## src/sled_params.svh

```systemverilog
// Register offsets, field positions, reset values and timing constants of the status lamp sequencer
`ifndef SLED_PARAMS_SVH
`define SLED_PARAMS_SVH

// Clock and pattern timing, times in their own units
`define SLED_CLK_PERIOD_PS 5000
`define SLED_MS_IN_PS 1000000000
`define SLED_CYC_PER_MS (`SLED_MS_IN_PS / `SLED_CLK_PERIOD_PS)
`define SLED_FLICK_MS 50
`define SLED_BLINK_MS 200
`define SLED_DBL_GAP_MS 1000
`define SLED_DBL_CYCLE_MS (3 * `SLED_BLINK_MS + `SLED_DBL_GAP_MS)
`define SLED_PDM_MAX_MS 15

// Register word indices; byte address is four times the index
`define SLED_REG_CTRL 3'h0
`define SLED_REG_STAT 3'h1
`define SLED_REG_IRQ_STAT 3'h2
`define SLED_REG_IRQ_MASK 3'h3
`define SLED_REG_COND 3'h4

// Control register fields
`define SLED_CTRL_EN_BIT 0
`define SLED_CTRL_TEST_BIT 1
`define SLED_CTRL_DLY_LSB 4
`define SLED_CTRL_DLY_MSB 7
`define SLED_CTRL_RESET 32'h0000_00f1

// Event bits of the interrupt status and mask registers
`define SLED_EV_WDOG 0
`define SLED_EV_BUS 1
`define SLED_EV_FIELD 2
`define SLED_EV_NONFATAL 3
`define SLED_EV_FAIL 4
`define SLED_EV_W 5

`endif

```

## src/sled_pkg.sv

```systemverilog
// Types shared by the status lamp sequencer modules
package sled_pkg;
    typedef enum logic [2:0] {
        SLED_PAT_OFF,
        SLED_PAT_ON,
        SLED_PAT_FLICK,
        SLED_PAT_BLINK1,
        SLED_PAT_BLINK2
    } sled_pat_t;
    typedef logic [3:0] sled_ms_t;
endpackage

```

## src/sled_pat_if.sv

```systemverilog
// Carrier for the millisecond tick and the free running lamp waveforms
`timescale 1ns/100ps
interface sled_pat_if;
    logic tick_ms;
    logic flick;
    logic blink1;
    logic blink2;
    modport src (output tick_ms, output flick, output blink1, output blink2);
    modport sink (input tick_ms, input flick, input blink1, input blink2);
endinterface

```

## src/sled_pattern.sv

```systemverilog
// Millisecond timebase and flicker, single blink and double blink waveforms
`timescale 1ns/100ps
`include "sled_params.svh"
module sled_pattern #(
    parameter int CYC_PER_MS = `SLED_CYC_PER_MS
) (
    // Clock and reset
    input wire logic sys_clk,
    input wire logic rst_b,
    // Waveforms out
    sled_pat_if.src pat
);
    import sled_pkg::*;

    logic [31:0] cyc_q;
    logic [15:0] flk_q;
    logic [15:0] blk_q;
    logic [15:0] dbl_q;
    logic flick_q;
    logic blink1_q;
    logic tick_q;
    wire cyc_end = (cyc_q == 32'(CYC_PER_MS - 1));
    wire flk_end = (flk_q == 16'(`SLED_FLICK_MS - 1));
    wire blk_end = (blk_q == 16'(`SLED_BLINK_MS - 1));
    wire dbl_end = (dbl_q == 16'(`SLED_DBL_CYCLE_MS - 1));

    // Cycle divider gives one tick per millisecond
    always_ff @(posedge sys_clk or negedge rst_b) begin
        if (!rst_b) begin
            cyc_q <= 32'h0;
            tick_q <= 1'b0;
        end else begin
            cyc_q <= cyc_end ? 32'h0 : cyc_q + 32'h1;
            tick_q <= cyc_end;
        end
    end

    // Flicker: 50 ms lit, 50 ms dark
    always_ff @(posedge sys_clk or negedge rst_b) begin
        if (!rst_b) begin
            flk_q <= 16'h0;
            flick_q <= 1'b1;
        end else if (tick_q) begin
            flk_q <= flk_end ? 16'h0 : flk_q + 16'h1;
            if (flk_end) begin
                flick_q <= ~flick_q;
            end
        end
    end

    // Single blink: 200 ms lit, 200 ms dark
    always_ff @(posedge sys_clk or negedge rst_b) begin
        if (!rst_b) begin
            blk_q <= 16'h0;
            blink1_q <= 1'b1;
        end else if (tick_q) begin
            blk_q <= blk_end ? 16'h0 : blk_q + 16'h1;
            if (blk_end) begin
                blink1_q <= ~blink1_q;
            end
        end
    end

    // Double blink frame: lit, dark, lit, then a long dark gap
    always_ff @(posedge sys_clk or negedge rst_b) begin
        if (!rst_b) begin
            dbl_q <= 16'h0;
        end else if (tick_q) begin
            dbl_q <= dbl_end ? 16'h0 : dbl_q + 16'h1;
        end
    end

    assign pat.tick_ms = tick_q;
    assign pat.flick = flick_q;
    assign pat.blink1 = blink1_q;
    assign pat.blink2 = (dbl_q < 16'(`SLED_BLINK_MS)) ||
        ((dbl_q >= 16'(2 * `SLED_BLINK_MS)) && (dbl_q < 16'(3 * `SLED_BLINK_MS)));
endmodule

```

## src/sled_qual.sv

```systemverilog
// Qualifies a remote fault for a programmable number of milliseconds
`timescale 1ns/100ps
`include "sled_params.svh"
module sled_qual (
    // Clock and reset
    input wire logic sys_clk,
    input wire logic rst_b,
    // Timebase and setting
    input wire logic tick_ms,
    input wire sled_pkg::sled_ms_t delay_ms,
    // Fault in and qualified out
    input wire logic raw,
    output logic qual
);
    import sled_pkg::*;

    sled_ms_t cnt_q;
    logic qual_q;
    // Setting is a 4-bit field so the wait never passes 15 ms
    wire done = (cnt_q >= delay_ms);

    // Fault must stand the delay; it clears at once
    always_ff @(posedge sys_clk or negedge rst_b) begin
        if (!rst_b) begin
            cnt_q <= 4'h0;
            qual_q <= 1'b0;
        end else if (!raw) begin
            cnt_q <= 4'h0;
            qual_q <= 1'b0;
        end else begin
            qual_q <= done;
            if (tick_ms && !done) begin
                cnt_q <= cnt_q + 4'h1;
            end
        end
    end

    // Gated by the raw input so the qualified fault drops in the same cycle as its cause
    assign qual = qual_q && raw;
endmodule

```

## src/sled_top.sv

```systemverilog
// Status lamp sequencer: condition flags to ready and fault lamp patterns, with register slave
`timescale 1ns/100ps
`include "sled_params.svh"

module sled_top #(
    parameter int CYC_PER_MS = `SLED_CYC_PER_MS
) (
    // Clock and reset
    input wire logic sys_clk,
    input wire logic rst_b,
    // Module condition flags
    input wire logic logic_pwr_ok,
    input wire logic mod_failed,
    input wire logic auto_addr,
    input wire logic wdog_timeout,
    input wire logic operational,
    input wire logic pre_op,
    input wire logic field_pwr_lost,
    input wire logic power_distribution_module_short,
    input wire logic nonfatal_err,
    input wire logic island_bus_stopped,
    // Lamps
    output logic ready_led,
    output logic fault_led,
    // Avalon-MM slave
    input wire logic [2:0] avs_address,
    input wire logic avs_read,
    input wire logic avs_write,
    input wire logic [31:0] avs_writedata,
    output logic [31:0] avs_readdata,
    output logic avs_waitrequest,
    // Interrupt
    output logic irq
);
    import sled_pkg::*;

    sled_pat_if pat_bus ();

    logic ready_q;
    logic fault_q;
    logic [31:0] rdata_q;
    logic wait_q;
    logic irq_q;
    logic [31:0] ctrl_q;
    logic [`SLED_EV_W-1:0] ev_stat_q;
    logic [`SLED_EV_W-1:0] ev_mask_q;
    logic [`SLED_EV_W-1:0] ev_prev_q;
    logic pdm_qual;
    sled_pat_t ready_sel;
    sled_pat_t fault_sel;

    // Waveform generator runs free; lamps just pick a phase of it
    sled_pattern #(
        .CYC_PER_MS(CYC_PER_MS)
    ) u_pattern (
        .sys_clk(sys_clk),
        .rst_b(rst_b),
        .pat(pat_bus.src)
    );

    // Remote short is seen through the sensor bus, so it is qualified
    sled_qual u_pdm_qual (
        .sys_clk(sys_clk),
        .rst_b(rst_b),
        .tick_ms(pat_bus.tick_ms),
        .delay_ms(ctrl_q[`SLED_CTRL_DLY_MSB:`SLED_CTRL_DLY_LSB]),
        .raw(power_distribution_module_short),
        .qual(pdm_qual)
    );

    // Control fields
    wire ctl_en = ctrl_q[`SLED_CTRL_EN_BIT];
    wire ctl_test = ctrl_q[`SLED_CTRL_TEST_BIT];

    // Condition decode
    wire dead = !logic_pwr_ok || mod_failed;
    // Local field loss bypasses the qualifier
    wire field_fault = field_pwr_lost || pdm_qual;

    // Maps a pattern choice onto the free running waveforms
    function automatic logic pat_level(input sled_pat_t sel, input logic flk,
                                       input logic bl1, input logic bl2);
        logic lvl;
        lvl = 1'b0;
        case (sel)
            SLED_PAT_OFF: lvl = 1'b0;
            SLED_PAT_ON: lvl = 1'b1;
            SLED_PAT_FLICK: lvl = flk;
            SLED_PAT_BLINK1: lvl = bl1;
            SLED_PAT_BLINK2: lvl = bl2;
            default: lvl = 1'b0;
        endcase
        return lvl;
    endfunction

    // Ready lamp choice, most fundamental condition first
    always_comb begin
        if (dead) begin
            ready_sel = SLED_PAT_OFF;
        end else if (wdog_timeout) begin
            ready_sel = SLED_PAT_ON;
        end else if (auto_addr) begin
            ready_sel = SLED_PAT_FLICK;
        end else if (pre_op) begin
            ready_sel = SLED_PAT_BLINK1;
        end else if (operational) begin
            ready_sel = SLED_PAT_ON;
        end else begin
            ready_sel = SLED_PAT_OFF;
        end
    end

    // Fault lamp choice; dark on a dead module, lit on watchdog timeout, else dark while addressing, otherwise the most severe active cause wins
    always_comb begin
        if (dead) begin
            fault_sel = SLED_PAT_OFF;
        end else if (wdog_timeout) begin
            fault_sel = SLED_PAT_ON;
        end else if (auto_addr) begin
            fault_sel = SLED_PAT_OFF;
        end else if (island_bus_stopped) begin
            fault_sel = SLED_PAT_BLINK2;
        end else if (field_fault) begin
            fault_sel = SLED_PAT_FLICK;
        end else if (nonfatal_err) begin
            fault_sel = SLED_PAT_BLINK1;
        end else begin
            fault_sel = SLED_PAT_OFF;
        end
    end

    // Selection is combinational, so a pattern ends the cycle its cause drops
    wire ready_d = ctl_test ||
        (ctl_en && pat_level(ready_sel, pat_bus.flick, pat_bus.blink1, pat_bus.blink2));
    wire fault_d = ctl_test ||
        (ctl_en && pat_level(fault_sel, pat_bus.flick, pat_bus.blink1, pat_bus.blink2));

    // Lamp drivers are registered to keep them glitch free
    always_ff @(posedge sys_clk or negedge rst_b) begin
        if (!rst_b) begin
            ready_q <= 1'b0;
            fault_q <= 1'b0;
        end else begin
            ready_q <= ready_d;
            fault_q <= fault_d;
        end
    end

    // Events are the rising edges of the fault causes
    wire [`SLED_EV_W-1:0] ev_now = {dead, nonfatal_err, field_fault, island_bus_stopped,
                                    wdog_timeout};
    wire [`SLED_EV_W-1:0] ev_rise = ev_now & ~ev_prev_q;

    // Bus decode; a read is captured while waitrequest is still high, a write lands once it is low
    wire acc = (avs_read || avs_write) && wait_q;
    wire wr_acc = avs_write && !wait_q;
    wire rd_go = avs_read && wait_q;
    wire sel_ctrl = (avs_address == `SLED_REG_CTRL);
    wire sel_stat = (avs_address == `SLED_REG_STAT);
    wire sel_istat = (avs_address == `SLED_REG_IRQ_STAT);
    wire sel_imask = (avs_address == `SLED_REG_IRQ_MASK);
    wire sel_cond = (avs_address == `SLED_REG_COND);
    wire istat_rd = avs_read && !wait_q && sel_istat;

    // Live status word: lamps and selected patterns
    wire [31:0] stat_word = {22'h0, fault_sel, ready_sel, 2'h0, fault_q, ready_q};
    wire [31:0] cond_word = {21'h0, pdm_qual, island_bus_stopped, nonfatal_err,
                             power_distribution_module_short, field_pwr_lost, pre_op,
                             operational, wdog_timeout, auto_addr, mod_failed,
                             logic_pwr_ok};

    // Read mux; unmapped offsets read as zero
    wire [31:0] rd_mux = sel_ctrl ? ctrl_q :
                         sel_stat ? stat_word :
                         sel_istat ? {27'h0, ev_stat_q} :
                         sel_imask ? {27'h0, ev_mask_q} :
                         sel_cond ? cond_word : 32'h0;

    // Waitrequest drops for one cycle, one cycle after the request appears
    always_ff @(posedge sys_clk or negedge rst_b) begin
        if (!rst_b) begin
            wait_q <= 1'b1;
            rdata_q <= 32'h0;
        end else begin
            wait_q <= !acc;
            if (rd_go) begin
                rdata_q <= rd_mux;
            end
        end
    end

    // Control and mask registers; writes land on the accepting edge
    always_ff @(posedge sys_clk or negedge rst_b) begin
        if (!rst_b) begin
            ctrl_q <= `SLED_CTRL_RESET;
            ev_mask_q <= '0;
        end else if (wr_acc) begin
            if (sel_ctrl) begin
                ctrl_q <= {24'h0, avs_writedata[7:4], 2'h0, avs_writedata[1:0]};
            end
            if (sel_imask) begin
                ev_mask_q <= avs_writedata[`SLED_EV_W-1:0];
            end
        end
    end

    // Sticky events, cleared by reading; a new event beats the clear
    always_ff @(posedge sys_clk or negedge rst_b) begin
        if (!rst_b) begin
            ev_prev_q <= '0;
            ev_stat_q <= '0;
            irq_q <= 1'b0;
        end else begin
            ev_prev_q <= ev_now;
            ev_stat_q <= (istat_rd ? '0 : ev_stat_q) | ev_rise;
            irq_q <= |(((istat_rd ? '0 : ev_stat_q) | ev_rise) & ev_mask_q);
        end
    end

    assign ready_led = ready_q;
    assign fault_led = fault_q;
    assign avs_readdata = rdata_q;
    assign avs_waitrequest = wait_q;
    assign irq = irq_q;
endmodule

```

## config.mk

```make
export PLATFORM = sky130hd
export DESIGN_NAME = sled_top
export DESIGN_NICKNAME = d
export VERILOG_FILES = /design/src/sled_pkg.sv /design/src/sled_pat_if.sv /design/src/sled_pattern.sv /design/src/sled_qual.sv /design/src/sled_top.sv
export VERILOG_INCLUDE_DIRS = /design/src
export SDC_FILE = /design/constraint.sdc
export NUM_CORES = 1
export LEC_CHECK = 0
export ABC_AREA = 1
export BUFFER_PORTS_ARGS = -buffer_cell sky130_fd_sc_hd__buf_2
export CAP_MARGIN = 10
export CORE_ASPECT_RATIO = 0.75
export CORE_MARGIN = 2
export CORE_UTILIZATION = 56
export CTS_BUF_LIST = sky130_fd_sc_hd__clkbuf_4 sky130_fd_sc_hd__clkbuf_8 sky130_fd_sc_hd__clkbuf_16
export DETAILED_ROUTE_END_ITERATION = 10
export GPL_TIMING_DRIVEN = 0
export PLACE_DENSITY = 0.76
export RECOVER_POWER = 100
export SYNTH_ARGS = -nofsm -noshare
export SYNTH_HDL_FRONTEND = slang
export SYNTH_SLANG_ARGS = --single-unit
```

## constraint.sdc

```tcl
create_clock -name sys_clk -period 2.1 [get_ports sys_clk]
set_clock_uncertainty 0.15 [all_clocks]
set_input_delay 0.21 -clock sys_clk [delete_from_list [all_inputs] [get_ports sys_clk]]
set_output_delay 0.21 -clock sys_clk [all_outputs]
set_load 0.005 [all_outputs]
```

## Word-level counts from Yosys, hierarchy flattened

Index checks and enable logic that the tools add are counted.

| operators by class | value |
|---|---|
| add/subtract/negate cells | 5 |
| magnitude comparators | 4 |
| equal/unequal tests | 17 |
| multiplexer cells | 26 |
| bitwise gates (word level) | 6 |
| reductions and logical operators | 26 |

Operators with widths:

| cell | number |
|---|---|
| $mux W11 | 5 |
| $add A16 B1 Y16 const B | 3 |
| $mux W16 | 3 |
| $add A32 B1 Y32 const B | 1 |
| $eq A32 B18 Y1 const B | 1 |
| $mux W32 | 1 |
| $eq A3 B2 Y1 const B | 6 |
| $mux W3 | 6 |
| $eq A16 B11 Y1 const B | 1 |
| $eq A16 B6 Y1 const B | 1 |
| $eq A16 B8 Y1 const B | 1 |
| $ge A16 B9 Y1 const B | 1 |
| $lt A16 B10 Y1 const B | 1 |
| $lt A16 B8 Y1 const B | 1 |
| $and A5 B5 Y5 | 2 |
| $logic_and A1 B1 Y1 | 10 |
| $eq A3 B1 Y1 const B | 3 |
| $eq A3 B3 Y1 const B | 3 |
| $mux W2 | 4 |
| $mux W4 | 2 |
| $pmux W1 S4 | 2 |
| $reduce_and A2 Y1 | 4 |
| $logic_or A1 B1 Y1 | 6 |
| $mux W5 | 1 |
| 10 further kinds | 15 |

| storage, ports and cells | value |
|---|---|
| flip-flop bits (word level) | 145 |
| input bits | 49 |

## Longest topological paths before layout

| depth | value |
|---|---|
| depth after elaboration | 11 |
| depth in mapped cells | 10 |
| depth with buffers taken out | 10 |

## Modules after synthesis

A second synthesis with hierarchy kept.

| unflattened totals | value |
|---|---|
| cell total of the unflattened synthesis | 1022 |
| area total of the unflattened synthesis | 7265.7 µm² |

Modules (own cells, without submodules):

| module | instances | cells an instance | area an instance (µm²) | seq. area each (µm²) |
|---|---|---|---|---|
| sled_pattern | 1 | 739 | 4989.8 | 2079.5 |
| sled_top | 1 | 227 | 1873.0 | 908.4 |
| sled_qual | 1 | 56 | 402.9 | 125.1 |

## Worst setup path before layout

No wires, ideal clock.

| timing | value |
|---|---|
| path type | reg-to-reg |
| start | reg ctrl_q[7] |
| end | reg u_pdm_qual.cnt_q[2] |
| library setup time | 126 ps |
| arrival | 1427 ps |
| data required time | 1824 ps |
| slack | 397 ps |
| cell stages (with the launch flop) | 9 |
| buffers on the path | 0 |
| period minus slack after synthesis | 1703 ps |
| cell sequence | dfstp_2 inv_1 ha_1 a21oi_1 nand4_1 nand2_1 inv_1 nand2_1 o21ai_0 |

| between the ends | value |
|---|---|
| longest elaborated chain between the ends | 4 |

RTL lines:

| item | RTL line | RTL |
|---|---|---|
| from (decl) | sled_top.sv:44 | `logic [31:0] ctrl_q;` |
| from (signal assigned) | sled_top.sv:195 | `` ctrl_q <= `SLED_CTRL_RESET; `` |
| from (signal assigned) | sled_top.sv:199 | `ctrl_q <= {24'h0, avs_writedata[7:4], 2'h0, avs_writedata[1:0]};` |
| $ge A4 B4 Y1 | sled_qual.sv:20 | `wire done = (cnt_q >= delay_ms);` |
| $logic_not A1 Y1 | sled_qual.sv:32 | `if (tick_ms && !done) begin` |
| $logic_and A1 B1 Y1 | sled_qual.sv:32 |  |
| $ne A2 B1 Y1 (no line) | -- |  |
| to (signal assigned) | sled_qual.sv:33 | `cnt_q <= cnt_q + 4'h1;` |
| to (decl) | sled_qual.sv:17 | `sled_ms_t cnt_q;` |

No other way between the ends.
A chain may end at the register's enable or synchronous reset.

## Worst setup path in the final report

| timing | value |
|---|---|
| start | in power_distribution_module_short |
| end | reg fault_q (netlist: fault_led) |

| between the ends | value |
|---|---|
| longest elaborated chain between the ends | 11 |
| elaborated cells on any way between the ends | 14 |
| classes of those cells | eq/ne: 4; mux: 6; reduce/logical: 4 |

RTL lines:

| item | RTL line | RTL |
|---|---|---|
| from (decl) | sled_top.sv:19 | `input wire logic power_distribution_module_short,` |
| $logic_and A1 B1 Y1 (*) | sled_qual.sv:39 | `assign qual = qual_q && raw;` |
| $logic_or A1 B1 Y1 (*) | sled_top.sv:78 | `wire field_fault = field_pwr_lost \|\| pdm_qual;` |
| net field_fault | sled_top.sv:78 |  |
| $mux W2 (*) | sled_top.sv:123 | `end else if (field_fault) begin` |
| $mux W3 (*) | sled_top.sv:121 | `end else if (island_bus_stopped) begin` |
| $mux W3 (*) | sled_top.sv:119 | `end else if (auto_addr) begin` |
| $mux W3 (*) | sled_top.sv:117 | `end else if (wdog_timeout) begin` |
| $mux W3 (*) | sled_top.sv:115 | `if (dead) begin` |
| $eq A3 B3 Y1, or another cell as far along | sled_top.sv:85 | `case (sel)` |
| $pmux W1 S4 (*) | sled_top.sv:85 |  |
| $logic_and A1 B1 Y1 (*) | sled_top.sv:136 | `(ctl_en && pat_level(fault_sel, pat_bus.flick, pat_bus.blink1, pat_bus.blink2));` |
| $logic_or A1 B1 Y1 (*) | sled_top.sv:135 | `wire fault_d = ctl_test \|\|` |
| net fault_d | sled_top.sv:135 |  |
| to (signal assigned) | sled_top.sv:145 | `fault_q <= fault_d;` |
| to (decl) | sled_top.sv:40 | `logic fault_q;` |

The timed path passes the listed nets; every way through them passes the cells marked *.

==> impl_metrics.py <==
metrics = {
    "outcome": {
        "status": "complete, no violations",
    },
    "place": {
        "numPortBuffers": 38,
        "place_area_sq_um": 7290,
        "place_congestion": 0.933,
        "place.detailed.hpwl_microns": 10900,
    },
    "floorplan": {
        "die_area_sq_um": 13000,
        "rows": 34,
        "ios": 85,
        "core-area_sq_um": 11700,
        "die_x_microns": 131,
        "initial_core_util": 0.581,
        "die_y_microns": 99.4,
    },
    "grt": {
        "antenna_found_initial": 0,
        "first_global_vias": 5554,
        "grt.total_usage": 0.257,
        "grt_overflow": 0,
        "grt_max_degree": 103,
        "grt_first_pass_wirelength_microns": 26500,
    },
    "layout": {
        "final_nets": 1015,
        "multi_input_area_sq_um": 3000,
        "finish.utilization": 0.693,
        "regArea_sq_um": 3110,
        "stdcell_area_sq_um": 8110,
        "num-fill-cells": 949,
        "area_growth_pct": 19.3,
        "layout-drive-gt1-share": 0.108,
        "num_antenna_cells": 0,
    },
    "clocking": {
        "cts_made_buffers": 17,
        "clk_path_buf_depth": 2,
        "h-tree-depth": 4,
        "tritoncts": "yes",
        "clock-sinks": 124,
        "cts_root_buf": "clkbuf_16",
        "ctsResizeCount": 0,
        "clk_pin_slew_worst_paths_ns": 0.06,
        "insertion_delay_ns": 0.41,
    },
    "pwr": {
        "vdd_ir_drop_max_uv": 623,
        "power_density_nw_per_um2": 811,
        "p_leak_nw": 4.12,
    },
    "setup_path": {
        "worstPathCellList": "dlygate4sd3_1 -> clkbuf_1 -> nand2_1 -> nand2_1 -> o21ai_1 -> nand2_1 -> nand3_1 -> nand2_1 -> nand3_1 -> nand2_1",
        "critPathMaxFanout": 8,
        "critical_path.top_delay_family": "simple AND/OR/NAND/NOR gates",
        "start_kind": "input port",
        "end_kind": "flop",
        "timing.critical_path.buf_inv": 2,
        "crit_slowest_cell": "dlygate4sd3_1",
        "worstSetupPathType": "input port to flop",
        "critPathRequiredTime_ns": 2.30,
        "critPathMaxStageDelay_ns": 0.53,
        "arrival_ns": 2.17,
        "cpMostUsedCell": "nand2_1",
    },
    "synthesis": {
        "synth_compound_area_frac": 0.0512,
        "async_flop_share": 1.00,
        "synth_xor_area_frac": 0.0748,
        "syn_inst": 859,
        "yosys.area_share.simple": 0.288,
        "synth-edff-count": 0,
        "synth_ff_type": "dfrtp_1",
        "syn-cell-area_sq_um": 6790,
        "ys_types": 37,
        "synth_mux_area_frac": 0.00479,
        "yosysWarnings": 0,
        "synth-seq-area-share": 0.458,
        "syn_avg_cell_area_sq_um": 7.91,
        "synth_top_family_by_area": "simple AND/OR/NAND/NOR gates",
        "synthAdderAreaFrac": 0.0184,
        "synth_seq_cells": 124,
    },
    "run": {
        "maxCapViolCount": 0,
    },
    "drt": {
        "drt_pre_antenna_iters": 5,
        "post_drt_wl_per_cell_microns": 13.7,
        "vias": 5849,
        "drcViolationCount": 0,
        "ant_nets": 0,
        "first_iter_violations": 466,
        "vias_per_cell": 5.17,
        "drt_wl_total_microns": 15500,
    },
    "timing": {
        "finalCritPeriodShare": 0.935,
        "hold_violations": 0,
        "maxSlewViolCount": 0,
        "rsz0062_at_grt": "false",
        "fmax_mhz": 509,
        "period_needed_ns": 1.96,
        "setup_viol": 0,
        "slew_headroom": 0.408,
        "final.setup.tns_ns": 0,
        "tightest_slew_ns": 0.888,
    },
    "worst_hold_path": {
        "min_path_type": "input port to asynchronous set/reset pin",
    },
}
## through the flow
step	std cells	hold WS (ns)	setup WS [ns]	power, mW
floorplan	879	-0.236	0.397	2.89
detailed placement	1080	-0.0729	0.182	3.11
finish	1131	0.0582	0.137	6.57
global route	1131	0.0806	0.0125	6.83
global placement	1079	0.199	-0.882	3.09
CTS	1131	0.0476	0.183	6.62
## worst reg2reg max path, stage by stage, from the launching register on
cell,delay (ns)
dfrtp_1,0.43
ha_1,0.25
nand3_2,0.17
or2_4,0.31
nor3_1,0.32
xnor2_1,0.17
inv_1,0.05
## per-layer routing
metal,vias up,track usage,part of all wire
li1,2909,-,-
met1,2701,0.376,0.49
met2,217,0.374,0.43
met3,22,0.0678,0.069
met4,0,0.0844,0.015
met5,-,0,0
## where the power goes
part | switching, mW | internal [mW]
Sequential | 0.0880 | 2.53
Combinational | 0.285 | 0.198
Clock | 1.10 | 2.37
## synthesized netlist by cell type (3+ instances only)
master | count | area [sq um]
a21oi_1 | 16 | 80.1
buf_2 | 4 | 20.0
buf_4 | 21 | 158
dfrtp_1 | 116 | 2900
dfstp_2 | 8 | 210
ha_1 | 10 | 125
inv_1 | 135 | 507
nand2_1 | 189 | 709
nand3_1 | 59 | 295
nand3_2 | 4 | 40.0
nand3b_1 | 3 | 22.5
nand4_1 | 28 | 175
nor2_1 | 88 | 330
nor2_2 | 3 | 18.8
nor2_4 | 3 | 33.8
nor3_1 | 36 | 180
nor3_2 | 6 | 60.1
nor3b_1 | 3 | 22.5
nor4_1 | 6 | 37.5
o21ai_0 | 37 | 185
o22ai_1 | 3 | 18.8
or2_2 | 4 | 25.0
xnor2_1 | 11 | 96.3
xor2_1 | 47 | 412
## sequential cells by signal (all words and copies together), names as in the netlist
register and flops:
ctrl_q 6, ready_led 1, ev_prev_q 5, ev_mask_q 5
u_pattern.pat.blink1 1, avs_waitrequest 1, u_pdm_qual.qual_q 1, u_pattern.blk_q 16
irq 1, u_pattern.pat.flick 1, avs_readdata 11, fault_led 1
u_pattern.pat.tick_ms 1, u_pattern.flk_q 16, ev_stat_q 5, u_pattern.cyc_q 32
u_pdm_qual.cnt_q 4, u_pattern.dbl_q 16
## path summary, 6_finish.rpt
path | to | depth (start not counted) | slack, ns | start
setup / recovery | fault_led$_DFF_PN0_ | 10 | 0.14 | power_distribution_module_short
hold / removal | u_pattern.flk_q[8]$_DFFE_PN0P_ | 2 | 0.06 | rst_b
setup reg to reg | u_pattern.cyc_q[22]$_DFF_PN0_ | 6 | 0.15 | u_pattern.cyc_q[0]$_DFF_PN0_
hold reg to reg | ev_stat_q[0]$_DFF_PN0_ | 1 | 0.32 | ev_prev_q[0]$_DFF_PN0_
max in group asynchronous | ev_prev_q[0]$_DFF_PN0_ | 3 | 0.63 | rst_b
min in group sys_clk | avs_readdata[4]$_DFFE_PN0P_ | 5 | 0.07 | operational
## area by class of cell
type | instances | share of cell area
plain buffers | 29 | 0.0235
clock buffers | 18 | 0.0534
clock inverters | 14 | 0.0329
inverters | 136 | 0.0630
multi-input cells | 590 | 0.371
flip-flops and latches | 124 | 0.384
well taps | 162 | 0.0250
repair buffers | 58 | 0.0475
## cell families (layout without fill, tap and decap cells)
logic type,Yosys count,count (layout)
fa+ha+maj,10,10
buf+inv,165,255
flops,124,124
other cells,1,21
mux,3,3
xor+xnor,58,58
simple gates,433,433
compound gates,65,65
## placed cells by master (no fill, tap or decap), drive strengths merged, types with 3 or more instances in the layout
cell and instances:
nor3 42, nand4 28, a21oi 16, conb 21, inv 137, nor4 6, buf 52, nand2 189
clkbuf 34, or2 5, dfstp 8, nor2 94, dfrtp 116, o21ai 39, o22ai 3, nor3b 3
ha 10, nand3b 3, xnor2 11, xor2 47, nand3 63, dlygate4sd3 19, clkinv 5, bufinv 7
## repair_timing
action / CTS / global route
hold buffers: 19 / 0
setup buffers: 0 / 0
endpoints found under the hold margin: 137 / 0
Note: power is estimated with default switching activity, not from simulation.
